<file path="src/common/usb_ep_defs.svh">
`ifndef USB_EP_DEFS_SVH
`define USB_EP_DEFS_SVH

// register indices; byte address is four times the index
`define IDX_CTRL_IN_CONFIG 16'hFF80
`define IDX_CTRL_IN_COUNT 16'hFF81
`define IDX_CTRL_OUT_CONFIG 16'hFF82
`define IDX_CTRL_OUT_COUNT 16'hFF83
`define IDX_IN_EDB1 16'hFF48
`define EDB_STRIDE 16'h0008
`define OFS_IN_Y_COUNT 16'h0006
`define OFS_IN_BUF_SIZE 16'h0007
`define IDX_IRQ_STATUS 16'hFFE0
`define IDX_IRQ_MASK 16'hFFE1
`define AXI_ADDR_W 18

// fixed endpoint 0 buffer addresses
`define EP0_OUT_BUF 16'hFEF0
`define EP0_IN_BUF 16'hFEF8

// field positions
`define CFG_IE_BIT 2
`define CFG_STALL_BIT 3
`define CFG_TOGGLE_BIT 5
`define CFG_BUFFER_MANAGER_ENABLE_BIT 7
`define CNT_NAK_BIT 7

// limits and reset values
`define EP0_MAX_COUNT 4'h8
`define EP_MAX_SIZE 7'h40
`define CFG_RESET 8'h00
`define CNT_RESET 8'h80
`define SIZE_RESET 7'h40

// interrupt status bits
`define IRQ_EP0_IN 0
`define IRQ_EP0_OUT 1
`define IRQ_SETUP 2
`define IRQ_EPN_IN 3
`define IRQ_W 6

`define RESP_OKAY 2'h0
`define RESP_SLVERR 2'h2

`endif

</file>
<file path="src/common/usb_ep_pkg.sv">
package usb_ep_pkg;

   typedef enum logic [1:0] {
      PID_OUT,
      PID_IN,
      PID_SETUP
   } token_t;

   typedef enum logic [2:0] {
      HS_NONE,
      HS_ACK,
      HS_NAK,
      HS_STALL,
      HS_DATA
   } handshake_t;

endpackage : usb_ep_pkg

</file>
<file path="src/common/reg_port_if.sv">
`timescale 1ns/10ps
`include "usb_ep_defs.svh"

interface reg_port_if;
   logic wr;
   logic [`AXI_ADDR_W-1:0] waddr;
   logic [7:0] wdata;
   logic wr_hit;
   logic [`AXI_ADDR_W-1:0] raddr;
   logic [7:0] rdata;
   logic rd_hit;

   modport bus (output wr, waddr, wdata, raddr, input wr_hit, rdata, rd_hit);
   modport regs (input wr, waddr, wdata, raddr, output wr_hit, rdata, rd_hit);
endinterface : reg_port_if

</file>
<file path="src/design/usb_axil_slave.sv">
`timescale 1ns/10ps
`include "usb_ep_defs.svh"

module usb_axil_slave (
   input wire logic clk,
   input wire logic rst,
   input wire logic [`AXI_ADDR_W-1:0] awaddr,
   input wire logic awvalid,
   output logic awready,
   input wire logic [31:0] wdata,
   input wire logic [3:0] wstrb,
   input wire logic wvalid,
   output logic wready,
   output logic [1:0] bresp,
   output logic bvalid,
   input wire logic bready,
   input wire logic [`AXI_ADDR_W-1:0] araddr,
   input wire logic arvalid,
   output logic arready,
   output logic [31:0] rdata,
   output logic [1:0] rresp,
   output logic rvalid,
   input wire logic rready,
   reg_port_if.bus rp
);

   logic lane0;
   logic rd_pend;

   ////////////////////////////////////////////////////////////////////////
   // write: aw and w in either order
   always_ff @(posedge clk or posedge rst) begin
      if (rst) begin
         awready <= 1'b1;
         wready <= 1'b1;
         bvalid <= 1'b0;
         bresp <= `RESP_OKAY;
         rp.wr <= 1'b0;
         rp.waddr <= '0;
         rp.wdata <= 8'h00;
         lane0 <= 1'b0;
      end else begin
         rp.wr <= 1'b0;
         if (awvalid && awready) begin
            awready <= 1'b0;
            rp.waddr <= awaddr;
         end
         if (wvalid && wready) begin
            wready <= 1'b0;
            rp.wdata <= wdata[7:0];
            lane0 <= wstrb[0];
         end
         if (!awready && !wready && !bvalid) begin
            // bytes above lane 0 hold no register bits
            rp.wr <= lane0;
            bvalid <= 1'b1;
            bresp <= rp.wr_hit ? `RESP_OKAY : `RESP_SLVERR;
         end
         if (bvalid && bready) begin
            bvalid <= 1'b0;
            awready <= 1'b1;
            wready <= 1'b1;
         end
      end
   end

   ////////////////////////////////////////////////////////////////////////
   // read: data one cycle after address
   always_ff @(posedge clk or posedge rst) begin
      if (rst) begin
         arready <= 1'b1;
         rvalid <= 1'b0;
         rd_pend <= 1'b0;
         rdata <= 32'h0000_0000;
         rresp <= `RESP_OKAY;
         rp.raddr <= '0;
      end else begin
         if (arvalid && arready) begin
            arready <= 1'b0;
            rp.raddr <= araddr;
            rd_pend <= 1'b1;
         end
         if (rd_pend) begin
            rd_pend <= 1'b0;
            rvalid <= 1'b1;
            rdata <= {24'h000000, rp.rdata};
            rresp <= rp.rd_hit ? `RESP_OKAY : `RESP_SLVERR;
         end
         if (rvalid && rready) begin
            rvalid <= 1'b0;
            arready <= 1'b1;
         end
      end
   end

endmodule : usb_axil_slave

</file>
<file path="src/design/ep0_dir_ctrl.sv">
`timescale 1ns/10ps
`include "usb_ep_defs.svh"

module ep0_dir_ctrl #(
   parameter bit IS_IN = 1'b1
) (
   input wire logic clk,
   input wire logic rst,
   input wire logic cfg_we,
   input wire logic cnt_we,
   input wire logic [7:0] wdata,
   input wire logic setup_evt,
   input wire logic done_evt,
   input wire logic [3:0] done_count,
   output logic [7:0] cfg,
   output logic [7:0] cnt
);

   logic buffer_manager_enable;
   logic stall;
   logic ie;
   logic toggle;
   logic nak;
   logic [3:0] count;

   function automatic logic [3:0] sat8(input logic [3:0] c);
      sat8 = (c > `EP0_MAX_COUNT) ? `EP0_MAX_COUNT : c;
   endfunction : sat8

   always_ff @(posedge clk or posedge rst) begin
      if (rst) begin
         buffer_manager_enable <= 1'b0;
         ie <= 1'b0;
         stall <= 1'b0;
      end else begin
         if (cfg_we) begin
            buffer_manager_enable <= wdata[`CFG_BUFFER_MANAGER_ENABLE_BIT];
            ie <= wdata[`CFG_IE_BIT];
            stall <= wdata[`CFG_STALL_BIT];
         end
         // setup beats a stall write
         if (setup_evt) begin
            stall <= 1'b0;
         end
      end
   end

   // toggle is hardware-owned; a setup starts the data stage on DATA1
   always_ff @(posedge clk or posedge rst) begin
      if (rst) begin
         toggle <= 1'b0;
      end else if (setup_evt) begin
         toggle <= 1'b1;
      end else if (done_evt) begin
         toggle <= ~toggle;
      end
   end

   // completion beats a firmware clear
   always_ff @(posedge clk or posedge rst) begin
      if (rst) begin
         nak <= 1'b1;
      end else if (done_evt) begin
         nak <= 1'b1;
      end else if (cnt_we) begin
         nak <= wdata[`CNT_NAK_BIT];
      end
   end

   always_ff @(posedge clk or posedge rst) begin
      if (rst) begin
         count <= 4'h0;
      end else if (IS_IN && cnt_we) begin
         count <= sat8(wdata[3:0]);
      end else if (!IS_IN && done_evt) begin
         count <= sat8(done_count);
      end
   end

   assign cfg = {buffer_manager_enable, 1'b0, toggle, 1'b0, stall, ie, 2'b00};
   assign cnt = {nak, 3'b000, count};

endmodule : ep0_dir_ctrl

</file>
<file path="src/design/usb_endpoint_descriptor_ctrl.sv">
// The implementer's own choice: the AXI4-Lite register port.
`timescale 1ns/10ps
`include "usb_ep_defs.svh"

module usb_endpoint_descriptor_ctrl (
   input wire logic clk,
   input wire logic rst,
   input wire logic [`AXI_ADDR_W-1:0] s_axi_awaddr,
   input wire logic s_axi_awvalid,
   output logic s_axi_awready,
   input wire logic [31:0] s_axi_wdata,
   input wire logic [3:0] s_axi_wstrb,
   input wire logic s_axi_wvalid,
   output logic s_axi_wready,
   output logic [1:0] s_axi_bresp,
   output logic s_axi_bvalid,
   input wire logic s_axi_bready,
   input wire logic [`AXI_ADDR_W-1:0] s_axi_araddr,
   input wire logic s_axi_arvalid,
   output logic s_axi_arready,
   output logic [31:0] s_axi_rdata,
   output logic [1:0] s_axi_rresp,
   output logic s_axi_rvalid,
   input wire logic s_axi_rready,
   input wire logic tok_valid,
   input wire usb_ep_pkg::token_t tok_pid,
   input wire logic [1:0] tok_ep,
   input wire logic [3:0] rx_count,
   input wire logic in_ack,
   output logic hs_valid,
   output usb_ep_pkg::handshake_t hs_code,
   output logic [6:0] tx_count,
   output logic tx_toggle,
   output logic [15:0] buf_addr,
   output logic bm_access,
   output logic irq
);

   reg_port_if rp ();

   logic [7:0] in_cfg;
   logic [7:0] in_cnt;
   logic [7:0] out_cfg;
   logic [7:0] out_cnt;
   logic [7:0] y_count [1:3];
   logic [6:0] buf_size [1:3];
   logic [2:0] epn_toggle;
   logic [`IRQ_W-1:0] irq_status;
   logic [`IRQ_W-1:0] irq_mask;
   logic in_pend;
   logic [1:0] in_pend_ep;
   logic setup_evt;
   logic out0_done;
   logic in0_done;
   logic [3:1] inn_done;
   logic [15:0] widx;
   logic [15:0] ridx;
   logic [`IRQ_W-1:0] next_irq_status;

   ////////////////////////////////////////////////////////////////////////
   usb_axil_slave u_bus (
      .clk(clk),
      .rst(rst),
      .awaddr(s_axi_awaddr),
      .awvalid(s_axi_awvalid),
      .awready(s_axi_awready),
      .wdata(s_axi_wdata),
      .wstrb(s_axi_wstrb),
      .wvalid(s_axi_wvalid),
      .wready(s_axi_wready),
      .bresp(s_axi_bresp),
      .bvalid(s_axi_bvalid),
      .bready(s_axi_bready),
      .araddr(s_axi_araddr),
      .arvalid(s_axi_arvalid),
      .arready(s_axi_arready),
      .rdata(s_axi_rdata),
      .rresp(s_axi_rresp),
      .rvalid(s_axi_rvalid),
      .rready(s_axi_rready),
      .rp(rp.bus)
   );

   assign widx = rp.waddr[`AXI_ADDR_W-1:2];
   assign ridx = rp.raddr[`AXI_ADDR_W-1:2];

   function automatic logic epn_hit(input logic [15:0] idx);
      epn_hit = 1'b0;
      for (int n = 1; n <= 3; n++) begin
         if (idx == `IDX_IN_EDB1 + 16'(n - 1) * `EDB_STRIDE + `OFS_IN_Y_COUNT ||
             idx == `IDX_IN_EDB1 + 16'(n - 1) * `EDB_STRIDE + `OFS_IN_BUF_SIZE) begin
            epn_hit = 1'b1;
         end
      end
   endfunction : epn_hit

   function automatic logic ep0_hit(input logic [15:0] idx);
      ep0_hit = idx >= `IDX_CTRL_IN_CONFIG && idx <= `IDX_CTRL_OUT_COUNT;
   endfunction : ep0_hit

   assign rp.wr_hit = ep0_hit(widx) || epn_hit(widx) ||
                      widx == `IDX_IRQ_STATUS || widx == `IDX_IRQ_MASK;

   ////////////////////////////////////////////////////////////////////////
   // endpoint 0, one instance per direction
   ep0_dir_ctrl #(.IS_IN(1'b1)) u_ep0_in (
      .clk(clk),
      .rst(rst),
      .cfg_we(rp.wr && widx == `IDX_CTRL_IN_CONFIG),
      .cnt_we(rp.wr && widx == `IDX_CTRL_IN_COUNT),
      .wdata(rp.wdata),
      .setup_evt(setup_evt),
      .done_evt(in0_done),
      .done_count(4'h0),
      .cfg(in_cfg),
      .cnt(in_cnt)
   );

   ep0_dir_ctrl #(.IS_IN(1'b0)) u_ep0_out (
      .clk(clk),
      .rst(rst),
      .cfg_we(rp.wr && widx == `IDX_CTRL_OUT_CONFIG),
      .cnt_we(rp.wr && widx == `IDX_CTRL_OUT_COUNT),
      .wdata(rp.wdata),
      .setup_evt(setup_evt),
      .done_evt(out0_done),
      .done_count(rx_count),
      .cfg(out_cfg),
      .cnt(out_cnt)
   );

   ////////////////////////////////////////////////////////////////////////
   // input endpoints 1..3: Y count and shared X/Y size
   always_ff @(posedge clk or posedge rst) begin
      if (rst) begin
         for (int n = 1; n <= 3; n++) begin
            y_count[n] <= `CNT_RESET;
            buf_size[n] <= `SIZE_RESET;
         end
      end else begin
         for (int n = 1; n <= 3; n++) begin
            if (rp.wr && widx == `IDX_IN_EDB1 + 16'(n - 1) * `EDB_STRIDE
                + `OFS_IN_Y_COUNT) begin
               y_count[n] <= rp.wdata;
            end
            if (rp.wr && widx == `IDX_IN_EDB1 + 16'(n - 1) * `EDB_STRIDE
                + `OFS_IN_BUF_SIZE) begin
               buf_size[n] <= rp.wdata[6:0];
            end
            // host took the packet: buffer empty again, beats a firmware clear
            if (inn_done[n]) begin
               y_count[n][`CNT_NAK_BIT] <= 1'b1;
            end
         end
      end
   end

   always_ff @(posedge clk or posedge rst) begin
      if (rst) begin
         epn_toggle <= 3'h0;
      end else begin
         for (int n = 1; n <= 3; n++) begin
            if (inn_done[n]) begin
               epn_toggle[n-1] <= ~epn_toggle[n-1];
            end
         end
      end
   end

   ////////////////////////////////////////////////////////////////////////
   // register read mux
   always_comb begin
      rp.rdata = 8'h00;
      rp.rd_hit = 1'b1;
      if (ridx == `IDX_CTRL_IN_CONFIG) begin
         rp.rdata = in_cfg;
      end else if (ridx == `IDX_CTRL_IN_COUNT) begin
         rp.rdata = in_cnt;
      end else if (ridx == `IDX_CTRL_OUT_CONFIG) begin
         rp.rdata = out_cfg;
      end else if (ridx == `IDX_CTRL_OUT_COUNT) begin
         rp.rdata = out_cnt;
      end else if (ridx == `IDX_IRQ_STATUS) begin
         rp.rdata = {2'b00, irq_status};
      end else if (ridx == `IDX_IRQ_MASK) begin
         rp.rdata = {2'b00, irq_mask};
      end else begin
         rp.rd_hit = epn_hit(ridx);
         for (int n = 1; n <= 3; n++) begin
            if (ridx == `IDX_IN_EDB1 + 16'(n - 1) * `EDB_STRIDE + `OFS_IN_Y_COUNT) begin
               rp.rdata = y_count[n];
            end
            if (ridx == `IDX_IN_EDB1 + 16'(n - 1) * `EDB_STRIDE + `OFS_IN_BUF_SIZE) begin
               rp.rdata = {1'b0, buf_size[n]};
            end
         end
      end
   end

   ////////////////////////////////////////////////////////////////////////
   // transaction events, all single-cycle
   assign setup_evt = tok_valid && tok_pid == usb_ep_pkg::PID_SETUP && tok_ep == 2'd0;
   assign in0_done = in_ack && in_pend && in_pend_ep == 2'd0;
   assign out0_done = tok_valid && tok_pid == usb_ep_pkg::PID_OUT && tok_ep == 2'd0 &&
                      !out_cfg[`CFG_STALL_BIT] && !irq_status[`IRQ_SETUP] &&
                      out_cfg[`CFG_BUFFER_MANAGER_ENABLE_BIT] && !out_cnt[`CNT_NAK_BIT];

   always_comb begin
      for (int n = 1; n <= 3; n++) begin
         inn_done[n] = in_ack && in_pend && in_pend_ep == 2'(n);
      end
   end

   // data answer waits for host ack
   always_ff @(posedge clk or posedge rst) begin
      if (rst) begin
         in_pend <= 1'b0;
         in_pend_ep <= 2'd0;
      end else if (tok_valid) begin
         in_pend <= tok_pid == usb_ep_pkg::PID_IN && next_is_data();
         in_pend_ep <= tok_ep;
      end else if (in_ack) begin
         in_pend <= 1'b0;
      end
   end

   function automatic logic next_is_data();
      if (tok_ep == 2'd0) begin
         next_is_data = !in_cfg[`CFG_STALL_BIT] && !irq_status[`IRQ_SETUP] &&
                        in_cfg[`CFG_BUFFER_MANAGER_ENABLE_BIT] && !in_cnt[`CNT_NAK_BIT];
      end else begin
         next_is_data = !y_count[tok_ep][`CNT_NAK_BIT];
      end
   endfunction : next_is_data

   ////////////////////////////////////////////////////////////////////////
   // handshake; stall beats setup NAK
   always_ff @(posedge clk or posedge rst) begin
      if (rst) begin
         hs_valid <= 1'b0;
         hs_code <= usb_ep_pkg::HS_NONE;
         tx_count <= 7'h00;
         tx_toggle <= 1'b0;
         buf_addr <= 16'h0000;
         bm_access <= 1'b0;
      end else begin
         hs_valid <= tok_valid;
         bm_access <= 1'b0;
         if (tok_valid) begin
            hs_code <= usb_ep_pkg::HS_NONE;
            tx_count <= 7'h00;
            tx_toggle <= 1'b0;
            buf_addr <= 16'h0000;
            unique case (tok_pid)
               usb_ep_pkg::PID_SETUP: begin
                  if (tok_ep == 2'd0) begin
                     hs_code <= usb_ep_pkg::HS_ACK;
                  end
               end
               usb_ep_pkg::PID_IN: begin
                  if (tok_ep == 2'd0) begin
                     buf_addr <= `EP0_IN_BUF;
                     tx_toggle <= in_cfg[`CFG_TOGGLE_BIT];
                     if (in_cfg[`CFG_STALL_BIT]) begin
                        hs_code <= usb_ep_pkg::HS_STALL;
                     end else if (irq_status[`IRQ_SETUP]) begin
                        hs_code <= usb_ep_pkg::HS_NAK;
                     end else if (!in_cfg[`CFG_BUFFER_MANAGER_ENABLE_BIT]) begin
                        hs_code <= usb_ep_pkg::HS_NAK;
                     end else if (in_cnt[`CNT_NAK_BIT]) begin
                        hs_code <= usb_ep_pkg::HS_NAK;
                     end else begin
                        hs_code <= usb_ep_pkg::HS_DATA;
                        tx_count <= {3'b000, in_cnt[3:0]};
                        bm_access <= 1'b1;
                     end
                  end else begin
                     tx_toggle <= epn_toggle[tok_ep - 2'd1];
                     if (y_count[tok_ep][`CNT_NAK_BIT]) begin
                        hs_code <= usb_ep_pkg::HS_NAK;
                     end else begin
                        hs_code <= usb_ep_pkg::HS_DATA;
                        // clamp to buffer size
                        tx_count <= (y_count[tok_ep][6:0] > buf_size[tok_ep]) ?
                                    buf_size[tok_ep] : y_count[tok_ep][6:0];
                        bm_access <= 1'b1;
                     end
                  end
               end
               usb_ep_pkg::PID_OUT: begin
                  if (tok_ep == 2'd0) begin
                     buf_addr <= `EP0_OUT_BUF;
                     tx_toggle <= out_cfg[`CFG_TOGGLE_BIT];
                     if (out_cfg[`CFG_STALL_BIT]) begin
                        hs_code <= usb_ep_pkg::HS_STALL;
                     end else if (irq_status[`IRQ_SETUP]) begin
                        hs_code <= usb_ep_pkg::HS_NAK;
                     end else if (!out_cfg[`CFG_BUFFER_MANAGER_ENABLE_BIT]) begin
                        hs_code <= usb_ep_pkg::HS_NAK;
                     end else if (out_cnt[`CNT_NAK_BIT]) begin
                        hs_code <= usb_ep_pkg::HS_NAK;
                     end else begin
                        hs_code <= usb_ep_pkg::HS_ACK;
                        bm_access <= 1'b1;
                     end
                  end
               end
               default: begin
                  hs_code <= usb_ep_pkg::HS_NONE;
               end
            endcase
         end
      end
   end

   ////////////////////////////////////////////////////////////////////////
   // w1c status; set beats clear
   always_comb begin
      next_irq_status = irq_status;
      if (rp.wr && widx == `IDX_IRQ_STATUS) begin
         next_irq_status = irq_status & ~rp.wdata[`IRQ_W-1:0];
      end
      if (in0_done && in_cfg[`CFG_IE_BIT]) begin
         next_irq_status[`IRQ_EP0_IN] = 1'b1;
      end
      if (out0_done && out_cfg[`CFG_IE_BIT]) begin
         next_irq_status[`IRQ_EP0_OUT] = 1'b1;
      end
      if (setup_evt) begin
         next_irq_status[`IRQ_SETUP] = 1'b1;
      end
      for (int n = 1; n <= 3; n++) begin
         if (inn_done[n]) begin
            next_irq_status[`IRQ_EPN_IN + n - 1] = 1'b1;
         end
      end
   end

   always_ff @(posedge clk or posedge rst) begin
      if (rst) begin
         irq_status <= '0;
      end else begin
         irq_status <= next_irq_status;
      end
   end

   always_ff @(posedge clk or posedge rst) begin
      if (rst) begin
         irq_mask <= '0;
      end else if (rp.wr && widx == `IDX_IRQ_MASK) begin
         irq_mask <= rp.wdata[`IRQ_W-1:0];
      end
   end

   always_ff @(posedge clk or posedge rst) begin
      if (rst) begin
         irq <= 1'b0;
      end else begin
         irq <= |(next_irq_status & irq_mask);
      end
   end

endmodule : usb_endpoint_descriptor_ctrl

</file>
<file path="config.mk">
export PLATFORM = sky130hd
export DESIGN_NAME = usb_endpoint_descriptor_ctrl
export DESIGN_NICKNAME = d
export VERILOG_FILES = /design/src/common/usb_ep_pkg.sv /design/src/common/reg_port_if.sv /design/src/design/usb_axil_slave.sv /design/src/design/ep0_dir_ctrl.sv /design/src/design/usb_endpoint_descriptor_ctrl.sv
export VERILOG_INCLUDE_DIRS = /design/src /design/src/common
export SDC_FILE = /design/constraint.sdc
export NUM_CORES = 1
export LEC_CHECK = 0
export ABC_AREA = 1
export ABC_CLOCK_PERIOD_IN_PS = 5700
export BUFFER_PORTS_ARGS = -buffer_cell sky130_fd_sc_hd__buf_2
export CAP_MARGIN = 40
export CORE_UTILIZATION = 45
export DETAILED_ROUTE_END_ITERATION = 6
export GPL_TIMING_DRIVEN = 1
export PLACE_DENSITY = 0.7
export SLEW_MARGIN = 20
export SYNTH_ARGS = -nofsm -noshare
export SYNTH_HDL_FRONTEND = slang
export SYNTH_SLANG_ARGS = --single-unit
</file>
<file path="constraint.sdc">
create_clock -name clk -period 5.7 [get_ports clk]
set_clock_uncertainty 0.2 [all_clocks]
set_input_delay 1.14 -clock clk [delete_from_list [all_inputs] [get_ports clk]]
set_output_delay 1.14 -clock clk [all_outputs]
set_load 0.1 [all_outputs]
</file>
==> flow_metrics.env <==
export IMPL_outcome="finished, final reports clean"
export IMPL_antenna_found_initial=0
export IMPL_cts_setup_buffers=0
export IMPL_hold_slack_ps=277
export IMPL_pwr_share_comb_pct=30.5
export IMPL_ant_nets=0
export IMPL_syn_avg_cell_area_um2=8.33
export IMPL_ys_types=55
export IMPL_vias_per_cell=5.27
export IMPL_grt_pass1_vias=6301
export IMPL_synth_area_um2=8090
export IMPL_synth_seq_area_share_pct=48.1
export IMPL_synthFlopType="dfrtp_1"
export IMPL_drive_gt1_share_pct=19.6
export IMPL_cts_resized=0
export IMPL_start_util_pct=46.5
export IMPL_clk_path_buf_depth=2
export IMPL_rsz0062_at_grt="no"
export IMPL_fmax_mhz=240
export IMPL_synth_compound_area_share_pct=16.0
export IMPL_place_congestion=0.989
export IMPL_clk_insertion_delay_late_ps=430
export IMPL_maxSlewViolCount=0
export IMPL_switching_share_pct=40.3
export IMPL_final_nets=1156
export IMPL_die_h_um=136
export IMPL_grt_overflow_total=0
export IMPL_hold_path_class="reg2reg"
export IMPL_synth_top_family_by_area="simple AND/OR/NAND/NOR gates"
export IMPL_clock_root_buffer="clkbuf_16"
export IMPL_grt_usage_pct=23.5
export IMPL_cp_data_required_time_ps=5820
export IMPL_end_kind="flop"
export IMPL_pwr_share_clk_pct=29.8
export IMPL_finalCriticalPeriod_ps=4160
export IMPL_drtIter0Drc=572
export IMPL_port_buffers=98
export IMPL_max_cap_violations=0
export IMPL_path_clk_slew_ps=60
export IMPL_synthAdderAreaFrac_pct=1.24
export IMPL_synthDominantCellAreaShare_pct=44.5
export IMPL_ys_top_cells_by_area="dfrtp_1 45%, nand2_1 9.1%, o21ai_0 6.4%"
export IMPL_ioPinCount=160
export IMPL_power_switching_mw=1.48
export IMPL_grt_max_degree=63
export IMPL_multiInputGateArea_um2=3470
export IMPL_p_int_mw=2.19
export IMPL_numCtsBuffers=17
export IMPL_setup_viol=0
export IMPL_worst_setup_path_type="in2reg"
export IMPL_p_leak_nw=4.51
export IMPL_drc=0
export IMPL_numClockSinks=155
export IMPL_yosys_warnings=0
export IMPL_grt_pass1_wl_um=33000
export IMPL_yosys_area_top_type="dfrtp_1"
export IMPL_synth_edf_count=0
export IMPL_synth_async_reset_ratio_pct=100
export IMPL_ys_seq_elements=155
export IMPL_critPathMaxFanout=21
export IMPL_antenna_cells=0
export IMPL_tns_ps=0
export IMPL_start_kind="primary input"
export IMPL_vias=6833
export IMPL_finalPower_mw=3.66
export IMPL_first_pass_iters=7
export IMPL_dp_hpwl_um=15300
export IMPL_arrival_ps=4280
export IMPL_synth_simple_area_share_pct=21.5
export IMPL_slew_headroom_pct=46.5
export IMPL_core_area_um2=17400
export IMPL_final_seq_area_um2=3890
export IMPL_ir_drop_mv=0.399
export IMPL_routedWlPerCell_um=15.8
export IMPL_synthMuxAreaShare_pct=2.50
export IMPL_seq_power_share_pct=39.8
export IMPL_die_w_um=136
export IMPL_powerDensity_nw_per_um2=399
export IMPL_dpl_cell_count=1264
export IMPL_die_area_um2=18500
export IMPL_cts_tree="done"
export IMPL_ctsHoldBuffers=0
export IMPL_hold_viol_final=0
export IMPL_cts_max_level=4
export IMPL_tightest_slew_ps=800
export IMPL_area_growth_pct=13.5
export IMPL_final_cells=1297
export IMPL_wl_um=20500
export IMPL_post_route_period_util_pct=73.0
export IMPL_fp_row_count=48
export IMPL_synthCells=972
export IMPL_synthXorXnorAreaFrac_pct=0.325
export IMPL_num_fill_cells=1690
## state kept, by name, summed over array words and instances (netlist names), 2 cells and up
register and flops:
buf_addr 2, hs_code 3, tx_count 7, u_ep0_in.count 4, in_pend_ep 2, irq_status 6, irq_mask 6, epn_toggle 3
u_bus.rp.raddr 16, u_bus.rp.wdata 8, u_bus.rp.waddr 16, u_ep0_out.count 4, y_count 24, buf_size 21, u_bus.rdata 8
## final cells by class
class / instances / share of cell area [%]
Multi-Input combinational cell: 667 / 37.8
Sequential cell: 155 / 42.4
Inverter: 116 / 4.81
Clock buffer: 22 / 5.16
Tap cell: 225 / 3.07
Timing Repair Buffer: 102 / 5.75
Clock inverter: 10 / 1.01
## final timing paths
| kind | start | cells past startpoint | slack, ps | endpoint |
|---|---|---|---|---|
| setup / recovery | tok_ep[0] | 16 | 1540 | tx_count[3]$_DFFE_PP0P_ |
| hold / removal | epn_toggle[2]$_DFFE_PP0P_ | 1 | 280 | epn_toggle[2]$_DFFE_PP0P_ |
| setup reg to reg | y_count[12]$_DFFE_PP0P_ | 14 | 2780 | tx_count[3]$_DFFE_PP0P_ |
| hold reg to reg | epn_toggle[2]$_DFFE_PP0P_ | 1 | 280 | epn_toggle[2]$_DFFE_PP0P_ |
| max in group asynchronous | rst | 3 | 3630 | y_count[4]$_DFFE_PP0P_ |
| min in group asynchronous | rst | 2 | 590 | buf_size[14]$_DFFE_PP0P_ |
## cells in the mapped netlist, types with 3 or more instances
cell type  instances
nand2_1          197
dfrtp_1          144
o21ai_0          103
inv_1            100
nor2_1            83
a21oi_1           55
buf_4             40
nand3_1           38
mux2_2            18
clkbuf_1          16
inv_2             14
nand4_1           14
nor3_1            14
o211ai_1          12
dfstp_2           11
o21ai_1            9
ha_1               8
a22oi_1            7
nand2_2            7
o22ai_1            7
a22o_1             6
nand3_2            6
buf_2              5
a32o_1             4
nor2_4             4
o21a_1             4
a221oi_1           3
a31oi_1            3
nor3_2             3
or2_2              3
## placed cells by master, fill, tap and decap left out, types with 4 or more instances in the layout
cell / Yosys / final
o21a_1: 4 / 4
dfrtp_1: 144 / 144
clkinvlp_4: 0 / 4
clkinv_2: 1 / 4
nor2_4: 4 / 4
a21oi_1: 55 / 55
nand2_2: 7 / 7
nor3_1: 14 / 14
inv_2: 14 / 14
nand4_1: 14 / 14
o21ai_0: 103 / 103
inv_1: 100 / 99
nand3_2: 6 / 6
a22o_1: 6 / 6
dfstp_2: 11 / 11
a32o_1: 4 / 4
conb_1: 1 / 30
nand3_1: 38 / 38
buf_2: 5 / 98
nor2_1: 83 / 83
ha_1: 8 / 8
o22ai_1: 7 / 7
o211ai_1: 12 / 12
o21ai_1: 9 / 9
nand2_1: 197 / 197
a22oi_1: 7 / 7
mux2_2: 18 / 18
clkbuf_16: 0 / 17
## critical path: stages
cell      delay [ps]
buf_2            320
inv_1            350
nor2_1           470
inv_1            210
o21a_1           270
inv_1             70
ha_1             230
a21oi_1          130
nor2_1            50
nor2_1           120
nand3_1          110
nand2_1          140
inv_1            140
o211ai_1         180
o21ai_0          130
a22o_1           190
## per-stage QoR
step | worst slack (ps) | area [um2] | util [%]
floorplan | 200 | 8200 | -
global placement | 1200 | 8600 | 49.4
detailed placement | 1170 | 8600 | 49.4
CTS | 1600 | 9170 | 52.6
global route | 1230 | 9180 | 52.7
finish | 1540 | 9180 | 52.7
## power by group through the flow
stage / clock, mW / combinational, mW / sequential [mW]
2_1_floorplan: 0 / 0.640 / 1.73
3_3_place_gp: 0 / 1.10 / 1.46
3_5_place_dp: 0 / 1.11 / 1.47
4_1_cts: 1.10 / 1.12 / 1.45
5_1_grt: 1.15 / 1.22 / 1.48
6_report: 1.09 / 1.12 / 1.46
## per-layer routing
metal	up-vias	part of all wire, %	global-route usage [%]	routed length (um)
met2	238	45	35.1	9220
met4	0	1.9	7.90	395
met5	-	0	0	0
met1	3210	47	33.6	9590
li1	3360	-	-	-
met3	25	6.5	5.11	1340
## logic make-up (layout without fill, tap and decap cells)
kind of cell               Yosys count  in the layout
adders and majority gates            8              8
and+or+nand+nor                    382            382
muxes                               18             18
buffers and inverters              179            250
DFF                                155            155
other                                1             30
AOI/OAI and AO/OA                  226            226
xor gates and xnor gates             3              3
Note: power is estimated with default switching activity, not from simulation.
